[src/rtl/apm_pkg.sv]
// Purpose: shared constants and types of the accelerometer power-mode control
// Assumes: register port and sensing front end run from mclk
// Notes: all offsets and timing figures live here, and every field position except those of the power status register
package apm_pkg;
  // clock and output data rate timing
  localparam int CLK_HZ = 25_000_000;
  localparam int BASE_HZ = 6400; // twice the fastest output data rate
  localparam int BASE_CYCLES = CLK_HZ / BASE_HZ; // rounds down: slightly short tick spacing
  localparam int PRE_W = 13;
  localparam int CNT_W = 17;
  localparam logic [3:0] RATE_CODE_MAX = 4'h0_00F; // code of the 3200 Hz rate
  localparam logic [4:0] RATE_EXP_TOP = 5'h0_010; // exponent for code 0000
  localparam logic [3:0] SLEEP_RATE_CODE = 4'h0_005; // a rate below 8 Hz
  localparam logic [2:0] SETTLE_PERIODS = 3'h0_004; // data periods after self-test change

  // register addresses and widths
  localparam int ADDR_W = 6;
  localparam int DATA_W = 8;
  localparam logic [5:0] ADDR_INACT_LEVEL = 6'h0_025;
  localparam logic [5:0] ADDR_INACT_DURATION = 6'h0_026;
  localparam logic [5:0] ADDR_SPEED_SELECT = 6'h0_02C;
  localparam logic [5:0] ADDR_POWER_CONTROL = 6'h0_02D;
  localparam logic [5:0] ADDR_POWER_STATUS = 6'h0_03E;

  // field positions
  localparam int SPEED_LOW_POWER_BIT = 4;
  localparam int SPEED_RATE_LSB = 0;
  localparam int PWR_MEASURE_BIT = 3;
  localparam int PWR_AUTOSLEEP_BIT = 4;
  localparam int PWR_LINK_BIT = 5;

  // reset values
  localparam logic [7:0] INACT_LEVEL_RST = 8'h0_000;
  localparam logic [7:0] INACT_DURATION_RST = 8'h0_000;
  localparam logic [7:0] SPEED_SELECT_RST = 8'h0_000;
  localparam logic [7:0] POWER_CONTROL_RST = 8'h0_000;
  localparam logic [7:0] DATA_ZERO = 8'h0_000;

  typedef enum logic [1:0] {
    APM_STANDBY,
    APM_MEASURE,
    APM_SLEEP
  } apm_mode_t;
endpackage

[src/rtl/apm_power_ctrl.sv]
// Purpose: power-mode control of a three-axis accelerometer
// Assumes: register port driven by serial interface logic clocked by mclk; interface supply flag is a pin
// Notes: sample FIFO lives outside; this block only gates sensing and paces conversions
//
// Operation
// after power-up sit in standby, waiting for interface supply and measure command
// all sensing stays off in standby until measurement is commanded
// setting measure bit D3 of power_control at 0x2D starts measurement
// clearing the measure bit returns the device to standby
// every register stays readable and writable while in standby
// host should configure in standby, then enable measurement
// standby makes no acceleration measurements
// entering standby leaves the sample FIFO contents untouched
// bit D4 of sample_speed_select at 0x2C selects low-power mode
// low-power mode lowers the internal sampling rate
// rate code 1111 is 3200 Hz, halving per step to 0.10 Hz
// host should use low power only with rate codes 1100 to 0111
// autosleep enters sleep after inactivity judged by registers 0x25 and 0x26
// host programs inactivity registers, then sets autosleep D4 and link D5
// while autosleeping, sample at a rate below 8 Hz
// self-test needs normal power; output settles four data periods after change
// rate code is a four-bit field; all sixteen values are valid
`timescale 1ns/1ps
`default_nettype none
module apm_power_ctrl
  import apm_pkg::*;
(
  input wire logic mclk,
  input wire logic sys_rst,
  input wire logic io_supply_ok,
  input wire logic reg_wr,
  input wire logic reg_rd,
  input wire logic [apm_pkg::ADDR_W-1:0] reg_addr,
  input wire logic [apm_pkg::DATA_W-1:0] reg_wdata,
  input wire logic [apm_pkg::DATA_W-1:0] activity_mag,
  input wire logic self_test_req,
  output logic [apm_pkg::DATA_W-1:0] reg_rdata,
  output logic sensing_active,
  output logic conv_strobe,
  output logic data_ready,
  output logic low_power_active,
  output logic self_test_drive,
  output logic self_test_settled,
  output apm_pkg::apm_mode_t mode_state
);
  import apm_pkg::*;

  typedef struct packed {
    logic io_s1;
    logic io_s2;
    logic io_s3;
    logic io_ok;
    logic [DATA_W-1:0] inact_level;
    logic [DATA_W-1:0] inact_duration;
    logic [DATA_W-1:0] speed_select;
    logic [DATA_W-1:0] power_control;
    logic [DATA_W-1:0] rdata;
    apm_mode_t mode;
    logic [DATA_W-1:0] inact_cnt;
    logic st_prev;
    logic [2:0] settle;
    logic settled;
    logic sensing;
    logic conv;
    logic drdy;
    logic lp;
    logic st_drive;
  } apm_ctl_t;

  apm_ctl_t r;
  apm_ctl_t next_r;
  logic tmr_conv;
  logic tmr_odr;
  logic tmr_run;
  logic [3:0] tmr_code;
  logic measure_bit;
  logic autosleep_armed;
  logic quiet;
  logic [DATA_W-1:0] cnt_inc;

  assign measure_bit = r.power_control[PWR_MEASURE_BIT];
  assign autosleep_armed = r.power_control[PWR_AUTOSLEEP_BIT] && r.power_control[PWR_LINK_BIT];
  assign quiet = (activity_mag <= r.inact_level);
  assign cnt_inc = (r.inact_cnt == {DATA_W{1'b1}}) ? r.inact_cnt : r.inact_cnt + DATA_W'(1);

  // the timer halts in standby, so no conversion is paced there
  assign tmr_run = (r.mode != APM_STANDBY);
  // asleep the timer runs at the fixed slow code, not the user rate
  assign tmr_code = (r.mode == APM_SLEEP) ? SLEEP_RATE_CODE
                                          : r.speed_select[SPEED_RATE_LSB +: 4];

  apm_rate_timer #(
    .BASE_DIV(BASE_CYCLES)
  ) u_rate_timer (
    .mclk(mclk),
    .sys_rst(sys_rst),
    .run(tmr_run),
    .low_power(r.speed_select[SPEED_LOW_POWER_BIT]),
    .rate_code(tmr_code),
    .conv_tick(tmr_conv),
    .odr_tick(tmr_odr)
  );

  always_comb begin
    next_r = r;

    // interface supply flag: a change counts once the second and third stages agree
    next_r.io_s1 = io_supply_ok;
    next_r.io_s2 = r.io_s1;
    next_r.io_s3 = r.io_s2;
    if (r.io_s2 == r.io_s3) begin
      next_r.io_ok = r.io_s3;
    end

    // register port: no access without interface supply; mode never blocks it
    next_r.rdata = r.rdata;
    if (r.io_ok && reg_wr) begin
      if (reg_addr == ADDR_INACT_LEVEL) begin
        next_r.inact_level = reg_wdata;
      end else if (reg_addr == ADDR_INACT_DURATION) begin
        next_r.inact_duration = reg_wdata;
      end else if (reg_addr == ADDR_SPEED_SELECT) begin
        next_r.speed_select = reg_wdata;
      end else if (reg_addr == ADDR_POWER_CONTROL) begin
        next_r.power_control = reg_wdata;
      end
    end
    if (r.io_ok && reg_rd) begin
      if (reg_addr == ADDR_INACT_LEVEL) begin
        next_r.rdata = r.inact_level;
      end else if (reg_addr == ADDR_INACT_DURATION) begin
        next_r.rdata = r.inact_duration;
      end else if (reg_addr == ADDR_SPEED_SELECT) begin
        next_r.rdata = r.speed_select;
      end else if (reg_addr == ADDR_POWER_CONTROL) begin
        next_r.rdata = r.power_control;
      end else if (reg_addr == ADDR_POWER_STATUS) begin
        next_r.rdata = {3'b000, r.st_drive, (r.settle == 3'b000), r.lp, r.mode};
      end else begin
        next_r.rdata = DATA_ZERO;
      end
    end

    // mode sequencing; the sample FIFO is outside and standby issues no flush to it
    case (r.mode)
      APM_STANDBY: begin
        next_r.inact_cnt = '0;
        if (measure_bit && r.io_ok) begin
          next_r.mode = APM_MEASURE;
        end
      end
      APM_MEASURE: begin
        if (!measure_bit) begin
          next_r.mode = APM_STANDBY;
        end else if (tmr_odr) begin
          // each quiet sample extends the run; any active sample restarts it
          next_r.inact_cnt = quiet ? cnt_inc : '0;
          if (autosleep_armed && quiet && cnt_inc >= r.inact_duration) begin
            next_r.mode = APM_SLEEP;
            next_r.inact_cnt = '0;
          end
        end
      end
      APM_SLEEP: begin
        if (!measure_bit) begin
          next_r.mode = APM_STANDBY;
        end else if (!autosleep_armed) begin
          next_r.mode = APM_MEASURE;
        end else if (tmr_odr && !quiet) begin
          next_r.mode = APM_MEASURE;
        end
      end
      default: begin
        next_r.mode = APM_STANDBY;
      end
    endcase

    // self-test settling counts data ticks after each change; the first period can be partial
    next_r.st_prev = self_test_req;
    if (self_test_req != r.st_prev) begin
      next_r.settle = SETTLE_PERIODS;
    end else if (tmr_odr && r.settle != 3'b000) begin
      next_r.settle = r.settle - 3'b001;
    end
    // drive self-test only in normal power, where the response is trustworthy
    next_r.st_drive = self_test_req && !r.speed_select[SPEED_LOW_POWER_BIT] && tmr_run;

    // outputs held in flip-flops
    next_r.sensing = tmr_run;
    next_r.conv = tmr_conv && tmr_run;
    next_r.drdy = tmr_odr && tmr_run;
    next_r.lp = r.speed_select[SPEED_LOW_POWER_BIT];
    // registered copy of the settle decode, in step with the counter itself
    next_r.settled = (next_r.settle == 3'b000);
  end

  // constants only under reset; the device wakes in standby
  always_ff @(posedge mclk or posedge sys_rst) begin
    if (sys_rst) begin
      r <= '{
        io_s1: 1'b0,
        io_s2: 1'b0,
        io_s3: 1'b0,
        io_ok: 1'b0,
        inact_level: INACT_LEVEL_RST,
        inact_duration: INACT_DURATION_RST,
        speed_select: SPEED_SELECT_RST,
        power_control: POWER_CONTROL_RST,
        rdata: DATA_ZERO,
        mode: APM_STANDBY,
        inact_cnt: DATA_ZERO,
        st_prev: 1'b0,
        settle: 3'b000,
        settled: 1'b1,
        sensing: 1'b0,
        conv: 1'b0,
        drdy: 1'b0,
        lp: 1'b0,
        st_drive: 1'b0
      };
    end else begin
      r <= next_r;
    end
  end

  assign reg_rdata = r.rdata;
  assign sensing_active = r.sensing;
  assign conv_strobe = r.conv;
  assign data_ready = r.drdy;
  assign low_power_active = r.lp;
  assign self_test_drive = r.st_drive;
  assign self_test_settled = r.settled;
  assign mode_state = r.mode;
endmodule
`default_nettype wire

[src/rtl/apm_rate_timer.sv]
// Purpose: output data rate and internal conversion tick generator
// Assumes: rate code 0000..1111 maps 0.10 Hz..3200 Hz, halving per step
// Notes: ticks are one-cycle pulses from flip-flops
`timescale 1ns/1ps
`default_nettype none
module apm_rate_timer
  import apm_pkg::*;
#(
  parameter int BASE_DIV = apm_pkg::BASE_CYCLES
) (
  input wire logic mclk,
  input wire logic sys_rst,
  input wire logic run,
  input wire logic low_power,
  input wire logic [3:0] rate_code,
  output logic conv_tick,
  output logic odr_tick
);
  import apm_pkg::*;

  typedef struct packed {
    logic [PRE_W-1:0] pre;
    logic [CNT_W-1:0] cnt;
    logic conv;
    logic odr;
  } apm_tmr_t;

  apm_tmr_t r;
  apm_tmr_t next_r;
  logic [4:0] rate_exp;
  logic [CNT_W-1:0] top;
  logic [CNT_W-1:0] half;
  logic wrap;

  // one base tick is half the 3200 Hz period, so top spans 2^(16-code) base ticks
  assign rate_exp = RATE_EXP_TOP - {1'b0, rate_code};
  assign top = (CNT_W'(1) << rate_exp) - CNT_W'(1);
  assign half = top >> 1;
  // greater-or-equal so a rate change to a shorter period wraps at once instead of running to overflow
  assign wrap = (r.cnt >= top);

  // prescaler and period counter; halted counters keep no stale phase
  always_comb begin
    next_r = r;
    next_r.conv = 1'b0;
    next_r.odr = 1'b0;
    if (!run) begin
      next_r.pre = '0;
      next_r.cnt = '0;
    end else if (r.pre == PRE_W'(BASE_DIV - 1)) begin
      next_r.pre = '0;
      next_r.odr = wrap;
      // normal mode converts twice per output period, low power only once
      next_r.conv = wrap || (!low_power && r.cnt == half);
      next_r.cnt = wrap ? '0 : r.cnt + CNT_W'(1);
    end else begin
      next_r.pre = r.pre + PRE_W'(1);
    end
  end

  always_ff @(posedge mclk or posedge sys_rst) begin
    if (sys_rst) begin
      r <= '0;
    end else begin
      r <= next_r;
    end
  end

  assign conv_tick = r.conv;
  assign odr_tick = r.odr;
endmodule
`default_nettype wire

[config.mk]
export PLATFORM = sky130hd
export DESIGN_NAME = apm_power_ctrl
export DESIGN_NICKNAME = d
export VERILOG_FILES = /design/src/rtl/apm_pkg.sv /design/src/rtl/apm_power_ctrl.sv /design/src/rtl/apm_rate_timer.sv
export SDC_FILE = /design/constraint.sdc
export NUM_CORES = 1
export LEC_CHECK = 0
export ABC_CLOCK_PERIOD_IN_PS = 4500
export BUFFER_PORTS_ARGS = -buffer_cell sky130_fd_sc_hd__clkbuf_2
export CAP_MARGIN = 15
export CORE_ASPECT_RATIO = 2
export CORE_UTILIZATION = 30
export DETAILED_ROUTE_END_ITERATION = 6
export PLACE_DENSITY = 0.46
export SYNTH_ARGS = -nofsm -noshare
export SYNTH_HDL_FRONTEND = slang
export SYNTH_SLANG_ARGS = --single-unit
[constraint.sdc]
create_clock -name mclk -period 4.5 [get_ports mclk]
set_input_delay 0.9 -clock mclk [delete_from_list [all_inputs] [get_ports mclk]]
set_output_delay 0.9 -clock mclk [all_outputs]
set_load 0.02 [all_outputs]
Word-level counts from Yosys, hierarchy flattened
Cells that the tools add are included.
{"block": "op_classes", "n_bitwise": 3, "eq_ne": 19, "reduce_logical": 28, "order_cmp": 3, "addsub": 6, "n_shift": 1, "mux": 25}
{"op": "8-bit two-way mux", "n": 7}
{"op": "6-bit == test (second input constant)", "n": 5}
{"op": "30-bit two-way mux", "n": 1}
{"op": "10-bit two-way mux", "n": 2}
{"op": "19-bit two-way mux", "n": 1}
{"op": "17-bit by 1-bit adder with 17-bit output (second input constant)", "n": 1}
{"op": "17-bit by 16-bit == test with 1-bit output", "n": 1}
{"op": "17-bit greater-or-equal comparator", "n": 1}
{"op": "17-bit two-way mux", "n": 1}
{"op": "1-bit by 5-bit left shift with 17-bit output (first input constant)", "n": 1}
{"op": "17-bit by 2-bit subtractor with 17-bit output (second input constant)", "n": 1}
{"op": "8-bit one-hot mux with 2 select lines", "n": 1}
{"op": "13-bit by 1-bit adder with 13-bit output (second input constant)", "n": 1}
{"op": "13-bit by 12-bit == test with 1-bit output (second input constant)", "n": 1}
{"op": "1-bit logical AND", "n": 13}
{"op": "13-bit two-way mux", "n": 1}
{"op": "2-bit two-way mux", "n": 6}
{"op": "8-bit by 1-bit adder with 8-bit output (second input constant)", "n": 1}
{"op": "8-bit == test (second input constant)", "n": 1}
{"op": "8-bit greater-or-equal comparator", "n": 1}
{"op": "8-bit <= comparator", "n": 1}
{"op": "4-bit AND reduction", "n": 2}
{"op": "3-bit logical NOT", "n": 2}
{"op": "3-bit two-way mux", "n": 2}
{"op": "other kinds (23)", "n": 30}
{"block": "totals", "ff_bits": 96, "output_inout_bits": 16, "elab_cells": 108, "input_bits": 28}

Longest topological paths before layout
{"block": "logic_depth", "depth_word": 10, "depth_mapped": 20, "ltp_nobuf": 14}

Modules after synthesis
Synthesis repeated with hierarchy kept, for this count alone.
{"block": "unflattened", "hier_cells": 648, "hier_area_um2": 5960.7}
{"mod": "apm_power_ctrl", "seq_area_each_um2": 1602.8, "instances": 1, "area_each_um2": 3355.7, "cells_per_inst": 327}
{"mod": "apm_rate_timer", "seq_area_each_um2": 800.8, "instances": 1, "area_each_um2": 2605.0, "cells_per_inst": 321}

Least setup slack after synthesis
No wires, ideal clock.
{"block": "synth_path", "kind": "register to register", "from": "register r, in the netlist mode_state[1]", "to": "register u_rate_timer.r[11] in the netlist's numbering", "synth_period_minus_slack_ns": 3.768, "stages_incl_launch_ff": 20, "path_slack_ns": 0.732, "setup_time_ns": 0.132, "arrival_ns": 3.636, "required_time_ns": 4.368, "path_buffers": 5, "path_cell_list": "dfrtp_1 -> buf_2 -> nor2b_4 -> buf_6 -> nor3_4 -> inv_1 -> ha_1 -> buf_2 -> or4_1 -> a21boi_2 -> o21ai_0 -> ha_1 -> nand4_1 -> a211o_1 -> and4bb_1 -> a31o_1 -> buf_4 -> buf_6 -> a22oi_1 -> o41ai_1"}
{"block": "synth_between", "elab_chain_cells": 9, "word_cells_on_any_way": 11}
{"element": "start, declared", "line": "apm_power_ctrl.sv:70", "text": "apm_ctl_t r;"}
{"element": "start signal, assigned", "line": "apm_power_ctrl.sv:200", "text": "r <= '{"}
{"element": "start signal, assigned", "line": "apm_power_ctrl.sv:222", "text": "r <= next_r;"}
{"element": "2-bit == test", "line": "apm_power_ctrl.sv:89", "text": "assign tmr_code = (r.mode == APM_SLEEP) ? SLEEP_RATE_CODE"}
{"element": "4-bit two-way mux", "line": "apm_power_ctrl.sv:89"}
{"element": "5-bit by 4-bit subtractor with 5-bit output", "line": "apm_rate_timer.sv:36", "text": "assign rate_exp = RATE_EXP_TOP - {1'b0, rate_code};"}
{"element": "1-bit by 5-bit left shift with 17-bit output", "line": "apm_rate_timer.sv:37", "text": "assign top = (CNT_W'(1) << rate_exp) - CNT_W'(1);"}
{"element": "17-bit by 2-bit subtractor with 17-bit output", "line": "apm_rate_timer.sv:37"}
{"element": "17-bit greater-or-equal comparator", "line": "apm_rate_timer.sv:40", "text": "assign wrap = (r.cnt >= top);"}
{"element": "17-bit two-way mux", "line": "apm_rate_timer.sv:55", "text": "next_r.cnt = wrap ? '0 : r.cnt + CNT_W'(1);"}
{"element": "19-bit two-way mux", "line": "apm_rate_timer.sv:50", "text": "end else if (r.pre == PRE_W'(BASE_DIV - 1)) begin"}
{"element": "30-bit two-way mux", "line": "apm_rate_timer.sv:47", "text": "if (!run) begin"}
{"element": "end signal, assigned", "line": "apm_rate_timer.sv:65", "text": "r <= next_r;"}
{"element": "end, declared", "line": "apm_rate_timer.sv:28", "text": "apm_tmr_t r;"}
Several ways; a longest one is shown, not always the timed one. The select of a mux whose other input is x is not followed.
A chain may end at the register's enable or synchronous reset.

Final worst setup path
{"block": "layout_path", "from": "register r[39] in the netlist's numbering", "to": "register u_rate_timer.r[9] in the netlist's numbering"}
{"block": "layout_between", "elab_chain_cells": 8}
{"element": "4-bit two-way mux", "line": "apm_power_ctrl.sv:89"}
{"element": "5-bit by 4-bit subtractor with 5-bit output", "line": "apm_rate_timer.sv:36"}
{"element": "1-bit by 5-bit left shift with 17-bit output", "line": "apm_rate_timer.sv:37"}
{"element": "17-bit by 2-bit subtractor with 17-bit output", "line": "apm_rate_timer.sv:37"}
{"element": "17-bit greater-or-equal comparator", "line": "apm_rate_timer.sv:40"}
{"element": "17-bit two-way mux", "line": "apm_rate_timer.sv:55"}
{"element": "19-bit two-way mux", "line": "apm_rate_timer.sv:50"}
{"element": "30-bit two-way mux", "line": "apm_rate_timer.sv:47"}
No other way between the ends. The select of a mux whose other input is x is not followed.

==> qor.yml <==
vias: 4841
fin_ws_ps: 415
vias_per_cell: 5.31
reg2reg_from: "r[39]"
track_usage_pct: 17.7
rsz0062_at_grt: "no"
design_area_sq_um: 6760
fin_crit_ps: 4080
synthFlopType: "dfrtp_1"
finalSetupTns_ps: 0
p_int_uw: 1500
path_max_fanout: 28
die_y_microns: 203
syn-cell-area_sq_um: 6070
antenna_found_initial: 0
core_area_sq_um: 19800
wl_per_cell_microns: 18.9
relSlewSlack_pct: 36.9
p_sw_share_pct: 27.1
ys_ff_latch: 96
cp.required_ps: 4680
synthDistinctLibCells: 77
place_inst: 897
cap_violations: 0
die_w_microns: 103
placed_area_sq_um: 6440
hold_buffers: 0
ios: 44
skew_ps: 10.5
start_util_pct: 30.6
ant_nets: 0
cp-end-kind: "register"
power_frac_seq_pct: 45.7
avgSynthCellArea_sq_um: 9.74
clkPwrFrac_pct: 40.9
synth_top_area_share_pct: 39.2
drc: 0
place_ws_ps: 429
routed_wl_mm: 17.2
switching_power_uw: 557
finalNetCount: 714
finish.utilization_pct: 34.1
cts_made_buffers: 9
yosys_warnings: 0
synthArstFlopShare_pct: 100
fp-row-count: 73
synthTopCellsByArea: "dfrtp_1 39%, ha_1 8.3%, mux2_2 6.1%"
rr_worst_depth: 14
crit_type: "reg -> reg"
grt_pass1_wl_mm: 27.6
dr.pass1.iters: 5
hold_class: "reg -> reg"
antennaDiodeCount: 0
slew_violations: 0
synth_cells: 623
clkLatencyLatePin_ps: 350
instances_no_fill: 912
vdd.ir_drop.worst_mv: 0.146
endpoint: "u_rate_timer.r[9]"
drt_iter0_drc: 288
leakage_uw: 0.00295
clock_path_buffers: 2
htree_num_levels: 3
run_status: "complete, no violations"
tightest_slew_ps: 947
setup_violations: 0
setup.worst_path.start: "r[39]"
clockRootBuffer: "clkbuf_16"
yosysTopAreaCell: "dfrtp_1"
hpwl_mm: 13.4
die_area_sq_um: 20800
ys_seq_area_share_pct: 39.6
synthToLayoutAreaGrowth_pct: 11.5
synth_edf_count: 0
hp-start: "next_r[62]"
r2r-end: "u_rate_timer.r[9]"
postCtsSetupBuffers: 0
comb_power_share_pct: 13.4
rrSetupSlack_ps: 420
critical_path.startpoint_type: "register"
first_global_vias: 5097
drive_gt1_share_pct: 18.6
whs_path_depth: 0
globalRoute.busiestLayer: "met2"
finalHoldViolations: 0
clkSlewWorstSetupHoldPaths_ps: 70
timing.fmax_mhz: 245
use_met3_pct: 2.44
period_share_pct: 90.8
cts.sinks: 96
gp_congestion: 0.868
grt_use_met1_pct: 16.7
cts_tree: "yes"
grt_max_degree: 50
cts-resized-gates: 0
use_met2_pct: 34.3
numPortBuffers: 43
arrival_ps: 4270
powerDensity_nw_per_um2: 304
grt-ovfl-total: 0
-- power by group through the flow --
stage	registers, uW	logic, uW	clock network, uW
after floorplan	942	203	0
after global placement	952	271	0
after detailed placement	955	277	0
after CTS	937	277	867
after global routing	942	306	891
final	937	276	839
-- metrics by stage --
stage | hold WS [ps] | total power [uW]
3_3_place_gp | 340 | 1220
3_5_place_dp | 346 | 1230
6_report | 355 | 2050
2_1_floorplan | 331 | 1150
5_1_grt | 366 | 2140
4_1_cts | 363 | 2080
-- worst min path at each step --
stage	to	slack [ps]
floorplan	next_r[61]	330
global placement	next_r[61]	340
detailed placement	next_r[61]	350
CTS	next_r[61]	360
global route	next_r[61]	370
finish	next_r[61]	360
-- critical path, stage by stage, from the launching register on --
cell      delay (ps)
dfrtp_1          360
nand2_1          200
nor3_4           230
inv_1             70
ha_1             330
or4_1            470
a21boi_2         180
o21ai_0          120
ha_1             320
nand4_1          170
a211o_1          320
and4bb_1         190
a31o_1           530
a41oi_1          360
a31oi_1           60
-- area by class of cell --
type / count / area (sq um)
clock buffers: 9 / 225
clock inverters: 6 / 91.3
fillers: 2091 / 13100
inverters: 30 / 115
multi-input cells: 457 / 3320
flip-flops and latches: 96 / 2400
well taps: 262 / 328
repair buffers: 52 / 283
-- placed cells by master, fill, tap and decap left out, types with 26 or more instances in the layout --
cell type,instances
clkbuf_2,43
a31oi_1,26
dfrtp_1,95
ha_1,40
nor2_1,48
nand2_1,43
mux2_2,33
nand3_1,27
a21oi_1,27
inv_1,28
-- per-layer routing --
metal | vias up | share of wire, %
li1 | 2322 | -
met1 | 2378 | 34
met2 | 99 | 57
met3 | 42 | 2.6
met4 | 0 | 5.7
met5 | - | 0
-- state kept, by name, summed over array words and instances, names as in the netlist, 2 cells and up --
register,cells
r,44
reg_rdata,8
mode_state,2
u_rate_timer.r,30
next_r,3
-- cell families after synthesis --
family	count (synthesis)	synth area share [%]
mux	33	6.13
fa+ha+maj	41	8.42
flops	96	39.6
simple gates	215	19.6
other cells	1	0.0618
compound gates	138	16.3
xor+xnor	28	4.04
buf+inv	71	5.78
-- Yosys cell counts, types with 12 or more instances --
| cell | count |
|---|---|
| a21oi_1 | 27 |
| a31oi_1 | 26 |
| and3_1 | 14 |
| buf_4 | 13 |
| clkbuf_1 | 15 |
| dfrtp_1 | 95 |
| ha_1 | 40 |
| inv_1 | 29 |
| mux2_2 | 33 |
| nand2_1 | 43 |
| nand3_1 | 27 |
| nor2_1 | 48 |
| o21ai_0 | 12 |
| xnor2_1 | 14 |
| xor2_1 | 14 |
Note: power is estimated with default switching activity, not from simulation.
